<file path="src/mtr_pkg.sv">
// package: constants, types and lookups for the metering register access bridge
package mtr_pkg;

    // ------------------------------------------------------------
    // register bus offsets
    // ------------------------------------------------------------
    localparam logic [7:0] MTR_POINTER_ADDR = 8'h91; // pointer, direction flag on top bit
    localparam logic [7:0] MTR_DATA_LOW = 8'h92;
    localparam logic [7:0] MTR_DATA_MIDDLE = 8'h93;
    localparam logic [7:0] MTR_DATA_HIGH = 8'h94;
    localparam logic [7:0] MTR_VRMS_LOW = 8'hd1;
    localparam logic [7:0] MTR_VRMS_MIDDLE = 8'hd2;
    localparam logic [7:0] MTR_VRMS_HIGH = 8'hd3;
    localparam logic [7:0] MTR_IRMS_LOW = 8'hd4;
    localparam logic [7:0] MTR_IRMS_MIDDLE = 8'hd5;
    localparam logic [7:0] MTR_IRMS_HIGH = 8'hd6;
    localparam logic [7:0] MTR_IRQ_EN_LOW = 8'hd9;
    localparam logic [7:0] MTR_IRQ_EN_MIDDLE = 8'hda;
    localparam logic [7:0] MTR_IRQ_EN_HIGH = 8'hdb;
    localparam logic [7:0] MTR_IRQ_ST_LOW = 8'hdc;
    localparam logic [7:0] MTR_IRQ_ST_MIDDLE = 8'hdd;
    localparam logic [7:0] MTR_IRQ_ST_HIGH = 8'hde;
    localparam logic [7:0] MTR_WAV1_LOW = 8'he2;
    localparam logic [7:0] MTR_WAV1_MIDDLE = 8'he3;
    localparam logic [7:0] MTR_WAV1_HIGH = 8'he4;
    localparam logic [7:0] MTR_WAV2_LOW = 8'he5;
    localparam logic [7:0] MTR_WAV2_MIDDLE = 8'he6;
    localparam logic [7:0] MTR_WAV2_HIGH = 8'he7;

    // ------------------------------------------------------------
    // pointer field layout
    // ------------------------------------------------------------
    localparam int MTR_PTR_DIR_BIT = 7; // 1 = write, 0 = read
    localparam int MTR_PTR_ADDR_MSB = 6;

    // ------------------------------------------------------------
    // reset values
    // ------------------------------------------------------------
    localparam logic [7:0] MTR_BYTE_RESET = 8'h00;
    localparam logic [23:0] MTR_WORD_RESET = 24'h000000;

    // ------------------------------------------------------------
    // timing: metering core clock and transfer bound
    // ------------------------------------------------------------
    localparam int MTR_SYS_CLK_HZ = 10_000_000; // sys_clk rate
    localparam int MTR_BASE_CLK_HZ = 4_096_000; // base clock of the metering core
    localparam int MTR_CORE_DIV = 5; // metering core divider
    localparam int MTR_CORE_CLK_HZ = MTR_BASE_CLK_HZ / MTR_CORE_DIV; // 819.2 kHz
    localparam int MTR_CORE_XFER_CYCLES = 8; // core answers within this many of its cycles
    localparam int MTR_SYNC_SLACK = 4; // sys cycles lost in the three-flop crossing
    // longest wait rounds down to whole sys_clk cycles, plus crossing slack
    localparam int MTR_XFER_TIMEOUT_CYC =
        (MTR_CORE_XFER_CYCLES * MTR_SYS_CLK_HZ) / MTR_CORE_CLK_HZ + MTR_SYNC_SLACK;
    localparam int MTR_TMO_W = 8;

    // ------------------------------------------------------------
    // transfer state machine
    // ------------------------------------------------------------
    typedef enum logic {
        MTR_XF_IDLE,
        MTR_XF_WAIT
    } mtr_xfer_state_t;

    // internal registers only one byte wide
    function automatic logic mtr_is_one_byte(input logic [6:0] addr);
        case (addr)
            7'h0b, 7'h0c, 7'h0d, 7'h0e, 7'h0f, 7'h10, 7'h13, 7'h1b: mtr_is_one_byte = 1'b1;
            default: mtr_is_one_byte = 1'b0;
        endcase
    endfunction

    // accumulators that clear once read (the active energy read-clear among them)
    function automatic logic mtr_is_read_clear(input logic [6:0] addr);
        case (addr)
            7'h02, 7'h05, 7'h08, 7'h18, 7'h1a: mtr_is_read_clear = 1'b1;
            default: mtr_is_read_clear = 1'b0;
        endcase
    endfunction

endpackage

</file>
<file path="src/mtr_sfr_bridge.sv">
// metering register access bridge: direct result bytes and pointer-driven indirect access
//
// Functional notes
// - pointer top bit write, low seven address
// - pointer write with flag copies data bytes
// - one-byte target takes low data byte only
// - pointer write without flag loads data bytes
// - one-byte read zeroes middle and high bytes
// - metering core clocked separately, asynchronous phase
// - interrupt status bytes captured live on each read
// - high byte read latches whole 24-bit group
// - low or middle read gives previous sample
// - pointer and data bytes at 0x91-0x94
// - rms voltage and current read-only bytes
// - interrupt enable and status byte registers
// - waveform sample bytes read-only at 0xe2-0xe7
// - read-clear accumulators clear after the read
`timescale 1ns/1ps
`default_nettype none

module mtr_sfr_bridge (
    input wire logic sys_clk,
    input wire logic rst,
    // register bus from the cpu core
    input wire logic [7:0] sfr_addr,
    input wire logic sfr_wr,
    input wire logic sfr_rd,
    input wire logic [7:0] sfr_wdata,
    output logic [7:0] sfr_rdata,
    output logic sfr_hit,
    // live values from the metering core domain
    input wire logic [23:0] vrms_live,
    input wire logic [23:0] irms_live,
    input wire logic [23:0] wav1_live,
    input wire logic [23:0] wav2_live,
    input wire logic [23:0] irq_status_live,
    // interrupt controls toward the metering core
    output logic [23:0] irq_enable,
    output logic [23:0] irq_status_wdata,
    output logic irq_status_wr_tgl,
    // indirect transfer handshake toward the metering core
    output logic mc_req_tgl,
    output logic mc_write,
    output logic [6:0] mc_addr,
    output logic [23:0] mc_wdata,
    output logic mc_read_clear,
    input wire logic mc_ack_tgl,
    input wire logic [23:0] mc_rdata,
    // transfer status
    output logic xfer_busy,
    output logic xfer_timeout
);

    // ------------------------------------------------------------
    // state record
    // ------------------------------------------------------------
    typedef struct packed {
        logic [7:0] pointer; // last pointer written
        logic [23:0] data; // data bytes, high:middle:low
        logic [23:0] vrms_sh; // latched rms voltage
        logic [23:0] irms_sh; // latched rms current
        logic [23:0] wav1_sh; // latched waveform one
        logic [23:0] wav2_sh; // latched waveform two
        logic [23:0] irq_en; // interrupt enable bytes
        logic [23:0] irq_st_sh; // status bytes as last captured
        logic [23:0] irq_wdata; // status bytes as last written
        logic irq_wr_tgl; // flips on each status write
        logic [7:0] rdata; // read answer
        logic hit; // last access hit a mapped byte
        mtr_pkg::mtr_xfer_state_t xf; // transfer state
        logic req_tgl; // request toggle toward the core
        logic ack_seen; // last acknowledge toggle taken
        logic write; // direction of the pending transfer
        logic [6:0] addr; // internal register address
        logic [23:0] wdata; // data carried by a write
        logic rd_clear; // read of a clear-on-read accumulator
        logic [mtr_pkg::MTR_TMO_W-1:0] tmo; // wait counter
        logic timeout; // sticky: a transfer got no answer
    } mtr_state_t;

    mtr_state_t st;
    mtr_state_t next_st;

    // ------------------------------------------------------------
    // crossings from the metering core domain
    // ------------------------------------------------------------
    logic [23:0] vrms_s; // synchronised rms voltage
    logic [23:0] irms_s; // synchronised rms current
    logic [23:0] wav1_s; // synchronised waveform one
    logic [23:0] wav2_s; // synchronised waveform two
    logic [23:0] irq_st_s; // synchronised interrupt status
    logic [23:0] mc_rdata_s; // synchronised read data
    logic ack_s; // synchronised acknowledge toggle

    // the metering core runs on its own divided clock, so every input
    // from it is treated as asynchronous and passes three flops
    // asynchronous core crossing
    mtr_sync3 #(.W(24)) u_sync_vrms (.sys_clk(sys_clk), .rst(rst), .async_in(vrms_live), .sync_out(vrms_s));
    mtr_sync3 #(.W(24)) u_sync_irms (.sys_clk(sys_clk), .rst(rst), .async_in(irms_live), .sync_out(irms_s));
    mtr_sync3 #(.W(24)) u_sync_wav1 (.sys_clk(sys_clk), .rst(rst), .async_in(wav1_live), .sync_out(wav1_s));
    mtr_sync3 #(.W(24)) u_sync_wav2 (.sys_clk(sys_clk), .rst(rst), .async_in(wav2_live), .sync_out(wav2_s));
    mtr_sync3 #(.W(24)) u_sync_irq (.sys_clk(sys_clk), .rst(rst), .async_in(irq_status_live),
        .sync_out(irq_st_s));
    // read data is held by the core from before its acknowledge flips,
    // so it settles through the same depth no later than the acknowledge
    mtr_sync3 #(.W(24)) u_sync_rdata (.sys_clk(sys_clk), .rst(rst), .async_in(mc_rdata),
        .sync_out(mc_rdata_s));
    mtr_sync3 #(.W(1)) u_sync_ack (.sys_clk(sys_clk), .rst(rst), .async_in(mc_ack_tgl),
        .sync_out(ack_s));

    // ------------------------------------------------------------
    // next state
    // ------------------------------------------------------------
    always_comb begin
        next_st = st;

        // ---- register reads ----
        if (sfr_rd) begin
            next_st.hit = 1'b1;
            case (sfr_addr)
                mtr_pkg::MTR_POINTER_ADDR: next_st.rdata = st.pointer;
                mtr_pkg::MTR_DATA_LOW: next_st.rdata = st.data[7:0];
                mtr_pkg::MTR_DATA_MIDDLE: next_st.rdata = st.data[15:8];
                mtr_pkg::MTR_DATA_HIGH: next_st.rdata = st.data[23:16];
                // low and middle give latched sample
                mtr_pkg::MTR_VRMS_LOW: next_st.rdata = st.vrms_sh[7:0];
                mtr_pkg::MTR_VRMS_MIDDLE: next_st.rdata = st.vrms_sh[15:8];
                mtr_pkg::MTR_VRMS_HIGH: begin
                    next_st.vrms_sh = vrms_s;
                    next_st.rdata = vrms_s[23:16];
                end
                mtr_pkg::MTR_IRMS_LOW: next_st.rdata = st.irms_sh[7:0];
                mtr_pkg::MTR_IRMS_MIDDLE: next_st.rdata = st.irms_sh[15:8];
                mtr_pkg::MTR_IRMS_HIGH: begin
                    next_st.irms_sh = irms_s;
                    next_st.rdata = irms_s[23:16];
                end
                mtr_pkg::MTR_IRQ_EN_LOW: next_st.rdata = st.irq_en[7:0];
                mtr_pkg::MTR_IRQ_EN_MIDDLE: next_st.rdata = st.irq_en[15:8];
                mtr_pkg::MTR_IRQ_EN_HIGH: next_st.rdata = st.irq_en[23:16];
                mtr_pkg::MTR_IRQ_ST_LOW: begin
                    next_st.irq_st_sh[7:0] = irq_st_s[7:0];
                    next_st.rdata = irq_st_s[7:0];
                end
                mtr_pkg::MTR_IRQ_ST_MIDDLE: begin
                    next_st.irq_st_sh[15:8] = irq_st_s[15:8];
                    next_st.rdata = irq_st_s[15:8];
                end
                mtr_pkg::MTR_IRQ_ST_HIGH: begin
                    next_st.irq_st_sh[23:16] = irq_st_s[23:16];
                    next_st.rdata = irq_st_s[23:16];
                end
                mtr_pkg::MTR_WAV1_LOW: next_st.rdata = st.wav1_sh[7:0];
                mtr_pkg::MTR_WAV1_MIDDLE: next_st.rdata = st.wav1_sh[15:8];
                mtr_pkg::MTR_WAV1_HIGH: begin
                    next_st.wav1_sh = wav1_s;
                    next_st.rdata = wav1_s[23:16];
                end
                mtr_pkg::MTR_WAV2_LOW: next_st.rdata = st.wav2_sh[7:0];
                mtr_pkg::MTR_WAV2_MIDDLE: next_st.rdata = st.wav2_sh[15:8];
                mtr_pkg::MTR_WAV2_HIGH: begin
                    next_st.wav2_sh = wav2_s;
                    next_st.rdata = wav2_s[23:16];
                end
                // unmapped bytes answer zero and drop the hit flag
                default: begin
                    next_st.rdata = mtr_pkg::MTR_BYTE_RESET;
                    next_st.hit = 1'b0;
                end
            endcase
        end

        // ---- register writes ----
        // read-only bytes ignore writes; a write never changes rdata
        if (sfr_wr) begin
            next_st.hit = 1'b1;
            case (sfr_addr)
                mtr_pkg::MTR_DATA_LOW: next_st.data[7:0] = sfr_wdata;
                mtr_pkg::MTR_DATA_MIDDLE: next_st.data[15:8] = sfr_wdata;
                mtr_pkg::MTR_DATA_HIGH: next_st.data[23:16] = sfr_wdata;
                // pointer storage; the transfer starts further down
                mtr_pkg::MTR_POINTER_ADDR: next_st.pointer = sfr_wdata;
                mtr_pkg::MTR_IRQ_EN_LOW: next_st.irq_en[7:0] = sfr_wdata;
                mtr_pkg::MTR_IRQ_EN_MIDDLE: next_st.irq_en[15:8] = sfr_wdata;
                mtr_pkg::MTR_IRQ_EN_HIGH: next_st.irq_en[23:16] = sfr_wdata;
                // status writes passed to the core
                mtr_pkg::MTR_IRQ_ST_LOW: begin
                    next_st.irq_wdata[7:0] = sfr_wdata;
                    next_st.irq_wr_tgl = ~st.irq_wr_tgl;
                end
                mtr_pkg::MTR_IRQ_ST_MIDDLE: begin
                    next_st.irq_wdata[15:8] = sfr_wdata;
                    next_st.irq_wr_tgl = ~st.irq_wr_tgl;
                end
                mtr_pkg::MTR_IRQ_ST_HIGH: begin
                    next_st.irq_wdata[23:16] = sfr_wdata;
                    next_st.irq_wr_tgl = ~st.irq_wr_tgl;
                end
                default: begin
                    next_st.hit = (sfr_addr >= mtr_pkg::MTR_VRMS_LOW && sfr_addr <= mtr_pkg::MTR_IRMS_HIGH)
                        || (sfr_addr >= mtr_pkg::MTR_WAV1_LOW && sfr_addr <= mtr_pkg::MTR_WAV2_HIGH);
                end
            endcase
        end

        // ---- indirect transfer engine ----
        case (st.xf)
            mtr_pkg::MTR_XF_IDLE: begin
                // a pointer write launches one transfer; while a transfer is
                // pending a new pointer is stored but launches nothing, which is
                // why software must wait between accesses
                // launch only when idle
                if (sfr_wr && sfr_addr == mtr_pkg::MTR_POINTER_ADDR) begin
                    next_st.write = sfr_wdata[mtr_pkg::MTR_PTR_DIR_BIT];
                    next_st.addr = sfr_wdata[mtr_pkg::MTR_PTR_ADDR_MSB:0];
                    // data bytes carried by a write
                    next_st.wdata = st.data;
                    // one-byte target sees low byte only
                    if (mtr_pkg::mtr_is_one_byte(sfr_wdata[mtr_pkg::MTR_PTR_ADDR_MSB:0])) begin
                        next_st.wdata = {16'h0000, st.data[7:0]};
                    end
                    next_st.rd_clear = ~sfr_wdata[mtr_pkg::MTR_PTR_DIR_BIT]
                        && mtr_pkg::mtr_is_read_clear(sfr_wdata[mtr_pkg::MTR_PTR_ADDR_MSB:0]);
                    next_st.req_tgl = ~st.req_tgl;
                    next_st.tmo = '0;
                    next_st.xf = mtr_pkg::MTR_XF_WAIT;
                end
            end
            mtr_pkg::MTR_XF_WAIT: begin
                if (ack_s != st.ack_seen) begin
                    next_st.ack_seen = ack_s;
                    next_st.rd_clear = 1'b0;
                    next_st.xf = mtr_pkg::MTR_XF_IDLE;
                    if (!st.write) begin
                        next_st.data = mc_rdata_s;
                        if (mtr_pkg::mtr_is_one_byte(st.addr)) begin
                            next_st.data = {16'h0000, mc_rdata_s[7:0]};
                        end
                    end
                end else if (st.tmo == mtr_pkg::MTR_TMO_W'(mtr_pkg::MTR_XFER_TIMEOUT_CYC - 1)) begin
                    // bounded wait, then give up
                    // a late acknowledge is absorbed as the next one seen, so
                    // ack_seen is flipped ahead of the synced toggle to stay in step
                    next_st.ack_seen = ~st.ack_seen;
                    next_st.timeout = 1'b1;
                    next_st.rd_clear = 1'b0;
                    next_st.xf = mtr_pkg::MTR_XF_IDLE;
                end else begin
                    next_st.tmo = st.tmo + 1'b1;
                end
            end
            default: begin
                next_st.xf = mtr_pkg::MTR_XF_IDLE;
            end
        endcase
    end

    // ------------------------------------------------------------
    // state register
    // ------------------------------------------------------------
    always_ff @(posedge sys_clk or posedge rst) begin
        if (rst) begin
            st <= '0;
            st.xf <= mtr_pkg::MTR_XF_IDLE;
        end else begin
            st <= next_st;
        end
    end

    // ------------------------------------------------------------
    // outputs, each straight from the state register
    // ------------------------------------------------------------
    assign sfr_rdata = st.rdata;
    assign sfr_hit = st.hit;
    assign irq_enable = st.irq_en;
    assign irq_status_wdata = st.irq_wdata;
    assign irq_status_wr_tgl = st.irq_wr_tgl;
    assign mc_req_tgl = st.req_tgl;
    assign mc_write = st.write;
    assign mc_addr = st.addr;
    assign mc_wdata = st.wdata;
    assign mc_read_clear = st.rd_clear;
    assign xfer_busy = (st.xf == mtr_pkg::MTR_XF_WAIT);
    assign xfer_timeout = st.timeout;

endmodule // mtr_sfr_bridge

`default_nettype wire

</file>
<file path="src/mtr_sync3.sv">
// three-flop input synchroniser that passes a value once stages two and three agree
`timescale 1ns/1ps
`default_nettype none

module mtr_sync3 #(
    parameter int W = 1
) (
    input wire logic sys_clk,
    input wire logic rst,
    input wire logic [W-1:0] async_in,
    output logic [W-1:0] sync_out
);

    // ------------------------------------------------------------
    // state
    // ------------------------------------------------------------
    typedef struct packed {
        logic [W-1:0] s1; // first stage, read by s2 only
        logic [W-1:0] s2;
        logic [W-1:0] s3;
        logic [W-1:0] q; // accepted value
    } mtr_sync_state_t;

    mtr_sync_state_t st;
    mtr_sync_state_t next_st;

    // shift and accept only stable values; while any bit still toggles the whole word is held back
    always_comb begin
        next_st = st;
        next_st.s1 = async_in;
        next_st.s2 = st.s1;
        next_st.s3 = st.s2;
        if (st.s2 == st.s3) begin
            next_st.q = st.s3;
        end
    end

    // register the state
    always_ff @(posedge sys_clk or posedge rst) begin
        if (rst) begin
            st <= '0;
        end else begin
            st <= next_st;
        end
    end

    assign sync_out = st.q;

endmodule // mtr_sync3

`default_nettype wire

</file>
<file path="config.mk">
export PLATFORM = sky130hd
export DESIGN_NAME = mtr_sfr_bridge
export DESIGN_NICKNAME = d
export VERILOG_FILES = /design/src/mtr_pkg.sv /design/src/mtr_sfr_bridge.sv /design/src/mtr_sync3.sv
export SDC_FILE = /design/constraint.sdc
export NUM_CORES = 1
export LEC_CHECK = 0
export ABC_AREA = 1
export BUFFER_PORTS_ARGS = -buffer_cell sky130_fd_sc_hd__buf_4
export CAP_MARGIN = 0
export CORE_MARGIN = 1
export CORE_UTILIZATION = 55
export CTS_CLUSTER_SIZE = 16
export DETAILED_ROUTE_END_ITERATION = 10
export PLACE_DENSITY = 0.75
export SYNTH_ARGS = -nofsm -noshare
export SYNTH_HDL_FRONTEND = slang
export SYNTH_SLANG_ARGS = --single-unit
</file>
<file path="constraint.sdc">
create_clock -name sys_clk -period 37.4 [get_ports sys_clk]
set_clock_uncertainty 0.15 [all_clocks]
set_input_delay 7.48 -clock sys_clk [delete_from_list [all_inputs] [get_ports sys_clk]]
set_output_delay 7.48 -clock sys_clk [all_outputs]
set_load 0.05 [all_outputs]
</file>
==> key figures, run 1 <==
Floorplanning
  • Ports placed on the boundary: 259
  • Starting density of the core: 0.562
  • Core Area: 0.0517 mm2
  • Die Footprint: 0.0538 mm2
  • Width of the die: 232 um
  • FP Rows: 83
  • Vert. Die Dim: 232 um

Clock tree
  • Clock buffer count from CTS: 77
  • Number of buffers on the longest clock path: 3
  • Number of H-tree levels: 3
  • CTS root buffer: sky130_fd_sc_hd__clkbuf_16
  • TritonCTS clock tree: yes
  • Setup repair bufs after CTS: 0
  • Worst-skew pair later-pin latency: 620 ps
  • Sinks on Clock Net: 779
  • Number of hold buffers added after CTS: 0
  • Resize count post-CTS: 0
  • Clock-pin transition on the worst setup and hold timing paths: 60 ps

Timing
  • # setup viols final: 0
  • Worst-margin pin slew: 1130 ps
  • Number of hold violations in the final report: 0
  • Time the worst path needs with I/O delays and setup: 9530 ps
  • Post-route clock period utilization: 0.255
  • Worst slew margin relative to its limit: 0.244
  • Setup repair after global routing missed its margin: false
  • Maximum achievable frequency: 105 MHz
  • Max Transition Viols Final: 0
  • Aggregate negative setup slack: 0 ps

Cells and area
  • Number of standard cells in the layout, taps in and fillers out: 3486
  • Number of fill cells: 3779
  • Multi-input gate area: 0.00793 mm2
  • Most common cell after layout, fill and taps aside: sky130_fd_sc_hd__dfrtp_1
  • FF+latch area: 0.0195 mm2
  • Share of final-layout standard cells stronger than drive strength 1: 0.181
  • Commonest non-fill, non-tap cells in the layout: 779 x sky130_fd_sc_hd__dfrtp_1, 529 x sky130_fd_sc_hd__nand2_1, 276 x sky130_fd_sc_hd__nand3_1, 273 x sky130_fd_sc_hd__buf_4, 136 x sky130_fd_sc_hd__inv_1
  • Net count reported at finish: 2918
  • Layout area overhead: 15.8%

Placement
  • Global placement routability congestion: 0.918
  • Number of cells after detailed placement: 3345
  • Number of port buffers: 258
  • Post-detail-place hpwl: 44.7 mm

Routing
  • Final antenna-violating net count: 0
  • Number of remaining DRC errors: 0
  • DRC marker count from the first detailed-route iteration: 1586
  • Via count: 18400
  • DRT Pass-1 Iters: 5
  • Wire length per cell: 18.4 um
  • Final Routed Wirelength: 64.0 mm
  • Vias per Instance: 5.27

Power
  • Leakage power figure: 16.7 nW
  • Worst supply voltage drop on vdd: 44.2 uV
  • Power density cells: 55.3 mW/mm2
  • Power consumption: 1.86 mW

Synth
  • Portion of the post-synthesis area used by sequential elements: 0.671
  • Count of state elements after synthesis: 779
  • Post-synthesis cell count: 2571
  • Async set-reset flop share out of synthesis: 1.00
  • Primary flip-flop cell chosen by synthesis mapping: sky130_fd_sc_hd__dfrtp_1
  • Number of distinct library cell variants in the gate-level netlist after synthesis: 44
  • Mapped Avg Cell Area: 11.3 um2
  • Fraction of synthesized cell area taken by the top area cell type: 0.671
  • Post-synth top area cell: sky130_fd_sc_hd__dfrtp_1
  • Number of synthesized flops with an enable pin: 0
  • Syn Std Cell Area: 0.0291 mm2
  • Yosys Warn Count: 0
  • Biggest area contributors in the synthesized netlist: sky130_fd_sc_hd__dfrtp_1 67%, sky130_fd_sc_hd__nand2_1 6.8%, sky130_fd_sc_hd__nand3_1 4.8%
  • Synthesized Nets: 2745

Setup path
  • Highest net fanout along the worst path: 24
  • Critical Path End Type: flip-flop
  • R2R setup slack: 34360 ps
  • Startpoint kind of the worst setup timing path: input pin
  • Type of the worst setup path: input pin to flip-flop
  • Critical path data required time: 37730 ps
  • Data arrival at the endpoint of the critical path: 9860 ps

Global routing
  • GRT Util Overall: 0.246
  • GR Util met2: 0.403
  • Layer carrying the most global-route usage: met2
  • First-pass GRT wire length: 102 mm
  • Vias in the first global route: 18800
  • Global Route met1 Usage: 0.331
  • Global routing met3 resource utilization: 0.0491
  • Largest net degree at the start of global routing: 190
  • Initial antenna violation count: 5
  • Leftover overflow at the end of global routing: 0

Worst hold path
  • Hold crit path type: flip-flop to flip-flop

Status
  • Status: finished clean

Job
  • Reported max-cap violation count: 0
==> final cells by class <==
cell class                      instances  area share
Antenna cell                            4    0.000297
Clock buffer                           99      0.0651
Clock inverter                         38      0.0158
Inverter                              147      0.0167
Multi-Input combinational cell       1464       0.236
Sequential cell                       779       0.579
Tap cell                              680      0.0253
Timing Repair Buffer                  275      0.0621
==> final timing paths <==
kind,endpoint,cells after the start,from
min in group asynchronous,u_sync_wav1.next_st[51],2,rst
max reg2reg,u_sync_vrms.sync_out[18],8,u_sync_vrms.next_st[28]
max,st[227],7,sfr_addr[0]
min,u_sync_wav2.next_st[44],0,u_sync_wav2.next_st[68]
min reg2reg,u_sync_wav2.next_st[44],0,u_sync_wav2.next_st[68]
max in group asynchronous,u_sync_vrms.sync_out[12],4,rst
==> power by group <==
part	internal (mW)	switching, mW	total (mW)
clock network	0.491	0.320	0.811
registers	0.887	0.0356	0.923
logic	0.0446	0.0823	0.127
total	1.42	0.437	1.86
==> cell families (layout without fill, tap and decap cells) <==
kind of cell             count (synthesis)  after routing  share of synthesized area
adder cells (fa/ha/maj)                 10             10                    0.00422
flip-flops                             779            779                      0.671
AO/OA/AOI/OAI                          235            235                     0.0454
XOR/XNOR                               126            126                     0.0380
buffers and inverters                  328            559                     0.0569
AND/OR/NAND/NOR                       1030           1030                      0.159
multiplexers                            63             63                     0.0257
other                                    0              4                          0
==> stage by stage <==
| step | setup slack (ps) | instance area [um2] | hold slack, ps | util |
|---|---|---|---|---|
| final | 27870 | 33700 | 192 | 0.651 |
| after global routing | 27520 | 33700 | 194 | 0.651 |
| after CTS | 27880 | 33600 | 189 | 0.650 |
| after detailed placement | 27250 | 30900 | 185 | 0.598 |
| after global placement | 27330 | 30900 | 182 | 0.598 |
| after floorplan | 7900 | 29100 | 181 | - |
==> worst max-delay path: stages <==
cell	delay, ps
sky130_fd_sc_hd__buf_4	140
sky130_fd_sc_hd__inv_1	60
sky130_fd_sc_hd__nand2_2	100
sky130_fd_sc_hd__nor2_2	890
sky130_fd_sc_hd__nand3_1	690
sky130_fd_sc_hd__o21ai_0	380
sky130_fd_sc_hd__nand2_1	100
==> cells in the mapped netlist, types with 2 or more instances <==
library cell / instances
sky130_fd_sc_hd__dfrtp_1: 779
sky130_fd_sc_hd__nand2_1: 529
sky130_fd_sc_hd__nand3_1: 276
sky130_fd_sc_hd__inv_1: 137
sky130_fd_sc_hd__nor2_1: 117
sky130_fd_sc_hd__o21ai_0: 107
sky130_fd_sc_hd__buf_4: 91
sky130_fd_sc_hd__xnor2_1: 74
sky130_fd_sc_hd__xor2_1: 52
sky130_fd_sc_hd__a21oi_1: 48
sky130_fd_sc_hd__buf_2: 41
sky130_fd_sc_hd__clkbuf_1: 41
sky130_fd_sc_hd__nand4_1: 33
sky130_fd_sc_hd__o21a_1: 32
sky130_fd_sc_hd__mux2_1: 28
sky130_fd_sc_hd__o21ai_1: 26
sky130_fd_sc_hd__mux2_2: 25
sky130_fd_sc_hd__nor3_1: 23
sky130_fd_sc_hd__nor2_4: 11
sky130_fd_sc_hd__mux2_4: 10
sky130_fd_sc_hd__o21ai_2: 10
sky130_fd_sc_hd__ha_1: 9
sky130_fd_sc_hd__nor2_2: 9
sky130_fd_sc_hd__inv_2: 7
sky130_fd_sc_hd__nand2_4: 7
sky130_fd_sc_hd__nand2_2: 6
sky130_fd_sc_hd__o22ai_1: 6
sky130_fd_sc_hd__or2_2: 5
sky130_fd_sc_hd__buf_1: 4
sky130_fd_sc_hd__buf_6: 4
sky130_fd_sc_hd__or2_0: 4
sky130_fd_sc_hd__nand3_4: 3
sky130_fd_sc_hd__nor2_8: 3
sky130_fd_sc_hd__clkinv_1: 2
sky130_fd_sc_hd__o2111ai_1: 2
sky130_fd_sc_hd__o21bai_1: 2
==> metal layers <==
layer / up-vias / routed length (um)
met5: - / 23
met4: 4 / 1990
met3: 128 / 3690
met2: 561 / 31400
met1: 9102 / 27000
li1: 8591 / -
==> sequential cells by signal, summed over array words and instances (netlist names), 48 cells and up <==
register / flops
u_sync_irq.next_st: 48
u_sync_irms.next_st: 48
st: 105
u_sync_vrms.next_st: 48
u_sync_wav2.next_st: 48
u_sync_rdata.next_st: 48
u_sync_wav1.next_st: 48
No activity file was read; power rests on OpenSTA's default activity.
==> run 2, diff against run 1 <==
Settings changed: CORE_UTILIZATION 55 to 53.
Clock period 37.4 ns to 8.3 ns, I/O delays scaled along.
==> run 2 against run 1 <==
  * Power grew to 4.5 times the previous value
  * Critical endpoint is now irq_enable[23]
  * Global-route usage decreased by 0.53 points
  * Highest routed layer unchanged
  * Largest power group unchanged
  * First-iteration DRC count fell by 2.1%
  * Setup slack got worse by 23000 ps
  * Non-clock buffer count increased by 2
  * Design area barely moved
  * Hold slack worse by 4.0 ps
  * Sequential power grew to 4.5 times the previous value
  * Combinational power grew to 4.6 times the previous value
==> key figures, run 2 (synthesized netlist as in run 1, its figures left out) <==
Timing
  • Post-route clock period utilization: 0.444
  • Worst-margin pin slew: 1140 ps (+5.37 ps)
  • Setup repair after global routing missed its margin: false
  • Number of hold violations in the final report: 0 (unchanged)
  • # setup viols final: 0 (unchanged)
  • Maximum achievable frequency: 271 MHz
  • Fin worst setup slack: 4610 ps (-23260 ps)
  • Aggregate negative setup slack: 0 ps (unchanged)
  • Time the worst path needs with I/O delays and setup: 3690 ps
  • Worst slew margin relative to its limit: 0.241 (-0.00276)
  • Max Transition Viols Final: 0 (unchanged)

Cells and area
  • Most common cell after layout, fill and taps aside: sky130_fd_sc_hd__dfrtp_1
  • Antenna Cells: 0 (-4)
  • Register with the most flip-flops: st
  • Share of the core filled with cells in the final layout: 0.623 (-0.0282)
  • Number of standard cells in the layout, taps in and fillers out: 3502 (+0.46%)
  • Commonest non-fill, non-tap cells in the layout: 779 x sky130_fd_sc_hd__dfrtp_1, 529 x sky130_fd_sc_hd__nand2_1, 276 x sky130_fd_sc_hd__nand3_1, 273 x sky130_fd_sc_hd__buf_4, 136 x sky130_fd_sc_hd__inv_1
  • Layout area overhead: 15.7% (about the same)
  • Share of final-layout standard cells stronger than drive strength 1: 0.180 (-0.00168)
  • Net count reported at finish: 2920 (+0.069%)
  • Number of flip-flops in the largest register: 105 (unchanged)

Setup path
  • R2R Path End: u_sync_irq.sync_out[22]
  • Startpoint kind of the worst setup timing path: input pin
  • Worst-path cell chain: buf_4 -> inv_2 -> nand2_2 -> nor2_4 -> buf_4 -> nand2_1 -> nor2_4 -> nand2_1 -> o21a_1
  • Crit path largest cell delay: 730 ps (-160 ps)
  • R2R setup slack: 5240 ps (-29120 ps)
  • Critical path's slowest cell: sky130_fd_sc_hd__nor2_4
  • Highest net fanout along the worst path: 52 (+120%)
  • Critical Path End Type: flip-flop
  • Reg-to-reg startpoint: u_sync_irq.next_st[45]
  • R2R cell count: 7 (-1)
  • Type of the worst setup path: input pin to flip-flop
  • Data arrival at the endpoint of the critical path: 4040 ps (-5820 ps)
  • Critical path data required time: 8660 ps (-29070 ps)

Floorplanning
  • Ports placed on the boundary: 259 (unchanged)
  • Core Area: 0.0540 mm2 (+4.5%)
  • Starting density of the core: 0.538 (-0.0240)
  • Width of the die: 236 um (+1.9%)
  • FP Rows: 85 (+2.4%)
  • Vert. Die Dim: 236 um (+1.9%)
  • Die Footprint: 0.0558 mm2 (+3.7%)

Routing
  • DRT Pass-1 Iters: 5 (unchanged)
  • Via count: 18500 (+0.64%)
  • DRC marker count from the first detailed-route iteration: 1553 (-2.1%)
  • Final antenna-violating net count: 0 (unchanged)
  • Number of remaining DRC errors: 0 (unchanged)
  • Final Routed Wirelength: 65.5 mm (+2.3%)
  • Wire length per cell: 18.7 um (+1.8%)
  • Vias per Instance: 5.28 (+0.18%)

Worst hold path
  • Hold crit path type: flip-flop to flip-flop
  • Worst hold path depth: 0 (unchanged)
  • Hold Path End: u_sync_rdata.next_st[47]
  • HP Start: u_sync_rdata.next_st[71]

Global routing
  • Global Route met1 Usage: 0.322 (-0.00887)
  • Global routing met3 resource utilization: 0.0437 (-0.00546)
  • Initial antenna violation count: 1 (-4)
  • Largest net degree at the start of global routing: 201 (+5.8%)
  • GR Util met2: 0.403 (+0.000433)
  • GRT Util Overall: 0.241 (-0.00529)
  • Vias in the first global route: 18900 (+0.90%)
  • Leftover overflow at the end of global routing: 0 (unchanged)
  • Layer carrying the most global-route usage: met2
  • First-pass GRT wire length: 104 mm (+2.3%)

Status
  • Status: finished clean

Clock tree
  • Number of buffers on the longest clock path: 3 (unchanged)
  • Resize count post-CTS: 0 (unchanged)
  • Number of H-tree levels: 3 (unchanged)
  • TritonCTS clock tree: yes
  • CTS root buffer: sky130_fd_sc_hd__clkbuf_16
  • Setup repair bufs after CTS: 0 (unchanged)
  • Worst-skew pair later-pin latency: 620 ps (about the same)
  • Clock buffer count from CTS: 77 (unchanged)
  • Sinks on Clock Net: 779 (unchanged)
  • Clock-pin transition on the worst setup and hold timing paths: 60 ps (about the same)
  • Number of hold buffers added after CTS: 0 (unchanged)

Placement
  • Number of cells after detailed placement: 3362 (+0.51%)
  • Post-placement setup slack: 4040 ps (-23210 ps)
  • Number of port buffers: 258 (unchanged)
  • Post-detail-place hpwl: 45.9 mm (+2.5%)
  • Global placement routability congestion: 0.896 (-2.4%)

Power
  • Power density cells: 248 mW/mm2 (+350%)
  • Worst supply voltage drop on vdd: 163 uV (+270%)
  • Leakage power figure: 16.7 nW (about the same)

Job
  • Reported max-cap violation count: 0 (unchanged)
-- run 2: routing by layer --
| metal | up-vias | share of wire |
|---|---|---|
| met5 | - | 0.00020 |
| met4 | 2 | 0.026 |
| met3 | 115 | 0.056 |
| met2 | 575 | 0.50 |
| met1 | 9215 | 0.42 |
| li1 | 8597 | - |
-- run 2: worst max-delay path, delay by kind of cell --
kind | cells | cell delay [ps]
simple gates | 5 | 1450
buf+inv | 3 | 750
compound gates | 1 | 130
-- run 2: worst max-delay path by stage --
stage	slack (ps)	endpoint	startpoint
CTS	4690	irq_status_wr_tgl	sfr_addr[5]
floorplan	-4200	irq_enable[0]	rst
global route	4470	irq_enable[6]	sfr_addr[5]
detailed placement	4040	irq_enable[23]	sfr_addr[5]
global placement	4090	irq_status_wr_tgl	sfr_addr[5]
finish	4610	irq_enable[23]	sfr_addr[5]
-- run 2: area by class of cell --
| class | count | area [um2] |
|---|---|---|
| Tap cell | 696 | 871 |
| Sequential cell | 779 | 19500 |
| Multi-Input combinational cell | 1464 | 7920 |
| Inverter | 147 | 557 |
| Clock inverter | 33 | 472 |
| Timing Repair Buffer | 277 | 2120 |
| Clock buffer | 106 | 2200 |
| Fill cell | 4106 | 20400 |
-- run 2: per-stage QoR --
stage	instance area (um2)	hold WS [ps]	power, mW
after floorplan	29100	181	4.58
after global placement	31000	184	4.77
after detailed placement	31000	185	4.80
after CTS	33600	194	8.41
after global routing	33600	199	8.64
final	33600	188	8.33
-- run 2: power by group --
group | leakage [nW] | switching [mW] | internal [mW]
Sequential | 9.79 | 0.154 | 4.00
Combinational | 5.57 | 0.376 | 0.202
Clock | 1.31 | 1.45 | 2.15
==> run 3, diff against run 2 <==
Settings changed: ABC_AREA 1 to 0.
Clock period 8.3 ns to 3.1 ns, I/O delays scaled along.
==> run 3 against run 2 <==
  * Largest cell class unchanged
  * Via count is 12% lower
  * Critical endpoint is now u_sync_wav2.sync_out[10]
  * Setup slack worse by 3900 ps
  * Largest power group unchanged
  * Register-to-register slack worse by 4600 ps
  * Non-clock buffer count is 198 higher
  * Sequential share of layout area is 1.8 points lower
==> key figures, run 3 <==
Power
  • Part of the total power dissipated in sequential elements: 0.511 (+0.013)
  • Net switching fraction of the power: 0.230 (-0.00817)
  • Power consumption: 21.4 mW (+160%)
  • Clock power share: 0.421 (-0.011)
  • Leakage power figure: 16.5 nW (-1.1%)
  • Power share of the combinational group: 0.068 (about the same)
  • Power density cells: 617 mW/mm2 (+150%)
  • Internal portion of total power: 16.5 mW (+160%)
  • Net switching power figure: 4.91 mW (+150%)
  • Worst supply voltage drop on vdd: 519 uV (+220%)

Routing
  • Vias per Instance: 5.40 (+2.2%)
  • DRC marker count from the first detailed-route iteration: 1043 (-33%)
  • Final Routed Wirelength: 68.6 mm (+4.7%)
  • Via count: 16200 (-12%)
  • Final antenna-violating net count: 0 (unchanged)
  • DRT Pass-1 Iters: 5 (unchanged)
  • Wire length per cell: 22.9 um (+22%)
  • Number of remaining DRC errors: 0 (unchanged)

Timing
  • Worst-margin pin slew: 794 ps (-345 ps)
  • Max Transition Viols Final: 0 (unchanged)
  • Maximum achievable frequency: 413 MHz
  • Worst Hold Slack: 193 ps (+4.46 ps)
  • Fin worst setup slack: 677 ps (-3940 ps)
  • Time the worst path needs with I/O delays and setup: 2420 ps
  • Worst slew margin relative to its limit: 0.471 (+0.230)
  • Aggregate negative setup slack: 0 ps (unchanged)
  • Post-route clock period utilization: 0.782
  • # setup viols final: 0 (unchanged)
  • Setup repair after global routing missed its margin: false
  • Number of hold violations in the final report: 0 (unchanged)

Clock tree
  • Number of hold buffers added after CTS: 146 (+146)
  • Setup repair bufs after CTS: 0 (unchanged)
  • CTS root buffer: sky130_fd_sc_hd__clkbuf_16
  • Number of H-tree levels: 3 (unchanged)
  • Clock-pin transition on the worst setup and hold timing paths: 60 ps (about the same)
  • Sinks on Clock Net: 779 (unchanged)
  • TritonCTS clock tree: yes
  • Resize count post-CTS: 0 (unchanged)
  • Worst-skew pair later-pin latency: 620 ps (about the same)
  • Number of buffers on the longest clock path: 3 (unchanged)
  • Clock buffer count from CTS: 77 (unchanged)

Synth
  • Primary flip-flop cell chosen by synthesis mapping: sky130_fd_sc_hd__dfrtp_1
  • Syn Std Cell Area: 0.0283 mm2 (-2.8%)
  • Count of state elements after synthesis: 779 (unchanged)
  • Biggest area contributors in the synthesized netlist: sky130_fd_sc_hd__dfrtp_1 69%, sky130_fd_sc_hd__mux2_2 11%, sky130_fd_sc_hd__xnor2_1 2.6%
  • Number of distinct library cell variants in the gate-level netlist after synthesis: 69 (+57%)
  • Most frequent cell after synthesis: sky130_fd_sc_hd__dfrtp_1
  • Number of synthesized flops with an enable pin: 0 (unchanged)
  • Async set-reset flop share out of synthesis: 1.00 (unchanged)
  • Fraction of synthesized cell area taken by the top area cell type: 0.690 (+0.0194)
  • Post-synth top area cell: sky130_fd_sc_hd__dfrtp_1
  • Synthesized Nets: 2039 (-26%)
  • Yosys Warn Count: 0 (unchanged)
  • Portion of the post-synthesis area used by sequential elements: 0.690 (+0.0194)
  • Post-synthesis cell count: 1865 (-27%)
  • Commonest cells in the synthesized netlist: 779 x sky130_fd_sc_hd__dfrtp_1, 271 x sky130_fd_sc_hd__mux2_2, 92 x sky130_fd_sc_hd__buf_4
  • Mapped Avg Cell Area: 15.1 um2 (+34%)

Global routing
  • GRT Util Overall: 0.264 (+0.0231)
  • GR Util met2: 0.442 (+0.0388)
  • Initial antenna violation count: 1 (unchanged)
  • Global Route met1 Usage: 0.356 (+0.0339)
  • Global routing met3 resource utilization: 0.0452 (+0.00157)
  • First-pass GRT wire length: 107 mm (+2.5%)
  • Largest net degree at the start of global routing: 87 (-57%)
  • Leftover overflow at the end of global routing: 0 (unchanged)
  • Vias in the first global route: 17800 (-6.2%)
  • Layer carrying the most global-route usage: met2

Placement
  • Post-detail-place hpwl: 46.7 mm (+1.9%)
  • Global placement routability congestion: 0.917 (+2.3%)
  • Number of cells after detailed placement: 2726 (-19%)
  • Post-DP Area: 0.0308 mm2 (-0.53%)
  • Post-placement setup slack: 206 ps (-3830 ps)
  • Number of port buffers: 258 (unchanged)

Floorplanning
  • Ports placed on the boundary: 259 (unchanged)
  • Core Area: 0.0527 mm2 (-2.5%)
  • Width of the die: 233 um (-1.4%)
  • Starting density of the core: 0.537 (-0.00148)
  • Die Footprint: 0.0542 mm2 (-2.8%)
  • FP Rows: 84 (-1.2%)
  • Vert. Die Dim: 233 um (-1.4%)

Cells and area
  • Share of final-layout standard cells stronger than drive strength 1: 0.320 (+0.140)
  • Most common cell after layout, fill and taps aside: sky130_fd_sc_hd__dfrtp_1
  • Register with the most flip-flops: st
  • Layout area overhead: 22.8%
  • Net count reported at finish: 2437 (-17%)
  • Commonest non-fill, non-tap cells in the layout: 779 x sky130_fd_sc_hd__dfrtp_1, 315 x sky130_fd_sc_hd__buf_4, 271 x sky130_fd_sc_hd__mux2_2, 146 x sky130_fd_sc_hd__dlygate4sd3_1, 88 x sky130_fd_sc_hd__nand2_1
  • Number of standard cells in the layout, taps in and fillers out: 3000 (-14%)
  • Number of flip-flops in the largest register: 105 (unchanged)
  • Area of all placed cells without fillers: 0.0347 mm2 (+3.1%)
  • Number of fill cells: 3597 (-12%)
  • Share of the core filled with cells in the final layout: 0.659 (+0.0362)

Setup path
  • Critical Path End Type: flip-flop
  • R2R setup slack: 680 ps (-4560 ps)
  • Type of the worst setup path: flip-flop to flip-flop
  • Highest net fanout along the worst path: 17 (-67%)
  • Critical path data required time: 3440 ps (-5220 ps)
  • Data arrival at the endpoint of the critical path: 2760 ps (-1280 ps)
  • Startpoint kind of the worst setup timing path: flip-flop

Status
  • Status: finished clean

Worst hold path
  • Hold crit path type: flip-flop to flip-flop

Job
  • Reported max-cap violation count: 0 (unchanged)
run 3: changes by cell type after synthesis, moves of 36 or more:
| cell | delta |
|---|---|
| sky130_fd_sc_hd__nand3_1 | -248 |
| sky130_fd_sc_hd__a22oi_1 | +50 |
| sky130_fd_sc_hd__inv_1 | -124 |
| sky130_fd_sc_hd__nor2_1 | -89 |
| sky130_fd_sc_hd__o21ai_0 | -77 |
| sky130_fd_sc_hd__a21oi_1 | -36 |
| sky130_fd_sc_hd__nand2_1 | -441 |
| sky130_fd_sc_hd__mux2_2 | +246 |
run 3: per-layer routing:
metal / vias up / share of wire / routed length [um]
li1: 7239 / - / -
met1: 8439 / 0.43 / 29400
met2: 419 / 0.50 / 34300
met3: 100 / 0.047 / 3190
met4: 0 / 0.024 / 1650
met5: - / 0 / 0
run 3: layout make-up:
class / count / area (um2) / area share
flip-flops and latches: 779 / 19500 / 0.562
multi-input cells: 917 / 7740 / 0.223
repair buffers: 475 / 4110 / 0.118
clock buffers: 105 / 2190 / 0.0630
well taps: 688 / 861 / 0.0248
clock inverters: 22 / 246 / 0.00711
inverters: 13 / 52.6 / 0.00151
diodes: 1 / 2.50 / 0.0000721
run 3: cells by family after synthesis:
family,synth area share
buffers and inverters,0.0361
AO/OA/AOI/OAI,0.0519
AND/OR/NAND/NOR,0.0501
multiplexers,0.121
adder cells (fa/ha/maj),0.00434
XOR/XNOR,0.0462
flip-flops,0.690
run 3: power groups by stage:
stage / Sequential (mW) / Clock (mW) / Combinational (mW)
after floorplan: 11.0 / 0 / 0.842
after global placement: 11.1 / 0 / 1.27
after detailed placement: 11.1 / 0 / 1.31
after CTS: 10.9 / 9.16 / 1.47
after global routing: 11.0 / 9.63 / 1.60
final: 10.9 / 9.01 / 1.46
run 3: final timing paths:
kind / from / endpoint / cells after the start
worst max-delay path: u_sync_wav2.st[29] / u_sync_wav2.sync_out[10] / 6
worst min-delay path: u_sync_irms.next_st[63] / u_sync_irms.next_st[39] / 0
worst max register to register: u_sync_wav2.st[29] / u_sync_wav2.sync_out[10] / 6
worst min register to register: u_sync_irms.next_st[63] / u_sync_irms.next_st[39] / 0
max in group asynchronous: rst / u_sync_rdata.sync_out[1] / 5
min in group asynchronous: rst / u_sync_vrms.next_st[70] / 3
run 3: critical path, stage by stage, from the launching register on:
cell                      delay, ps
sky130_fd_sc_hd__dfrtp_1        400
sky130_fd_sc_hd__xnor2_1        200
sky130_fd_sc_hd__nand4_1        140
sky130_fd_sc_hd__nor4_1         420
sky130_fd_sc_hd__nand3_1        370
sky130_fd_sc_hd__buf_4          340
sky130_fd_sc_hd__mux2_2         290
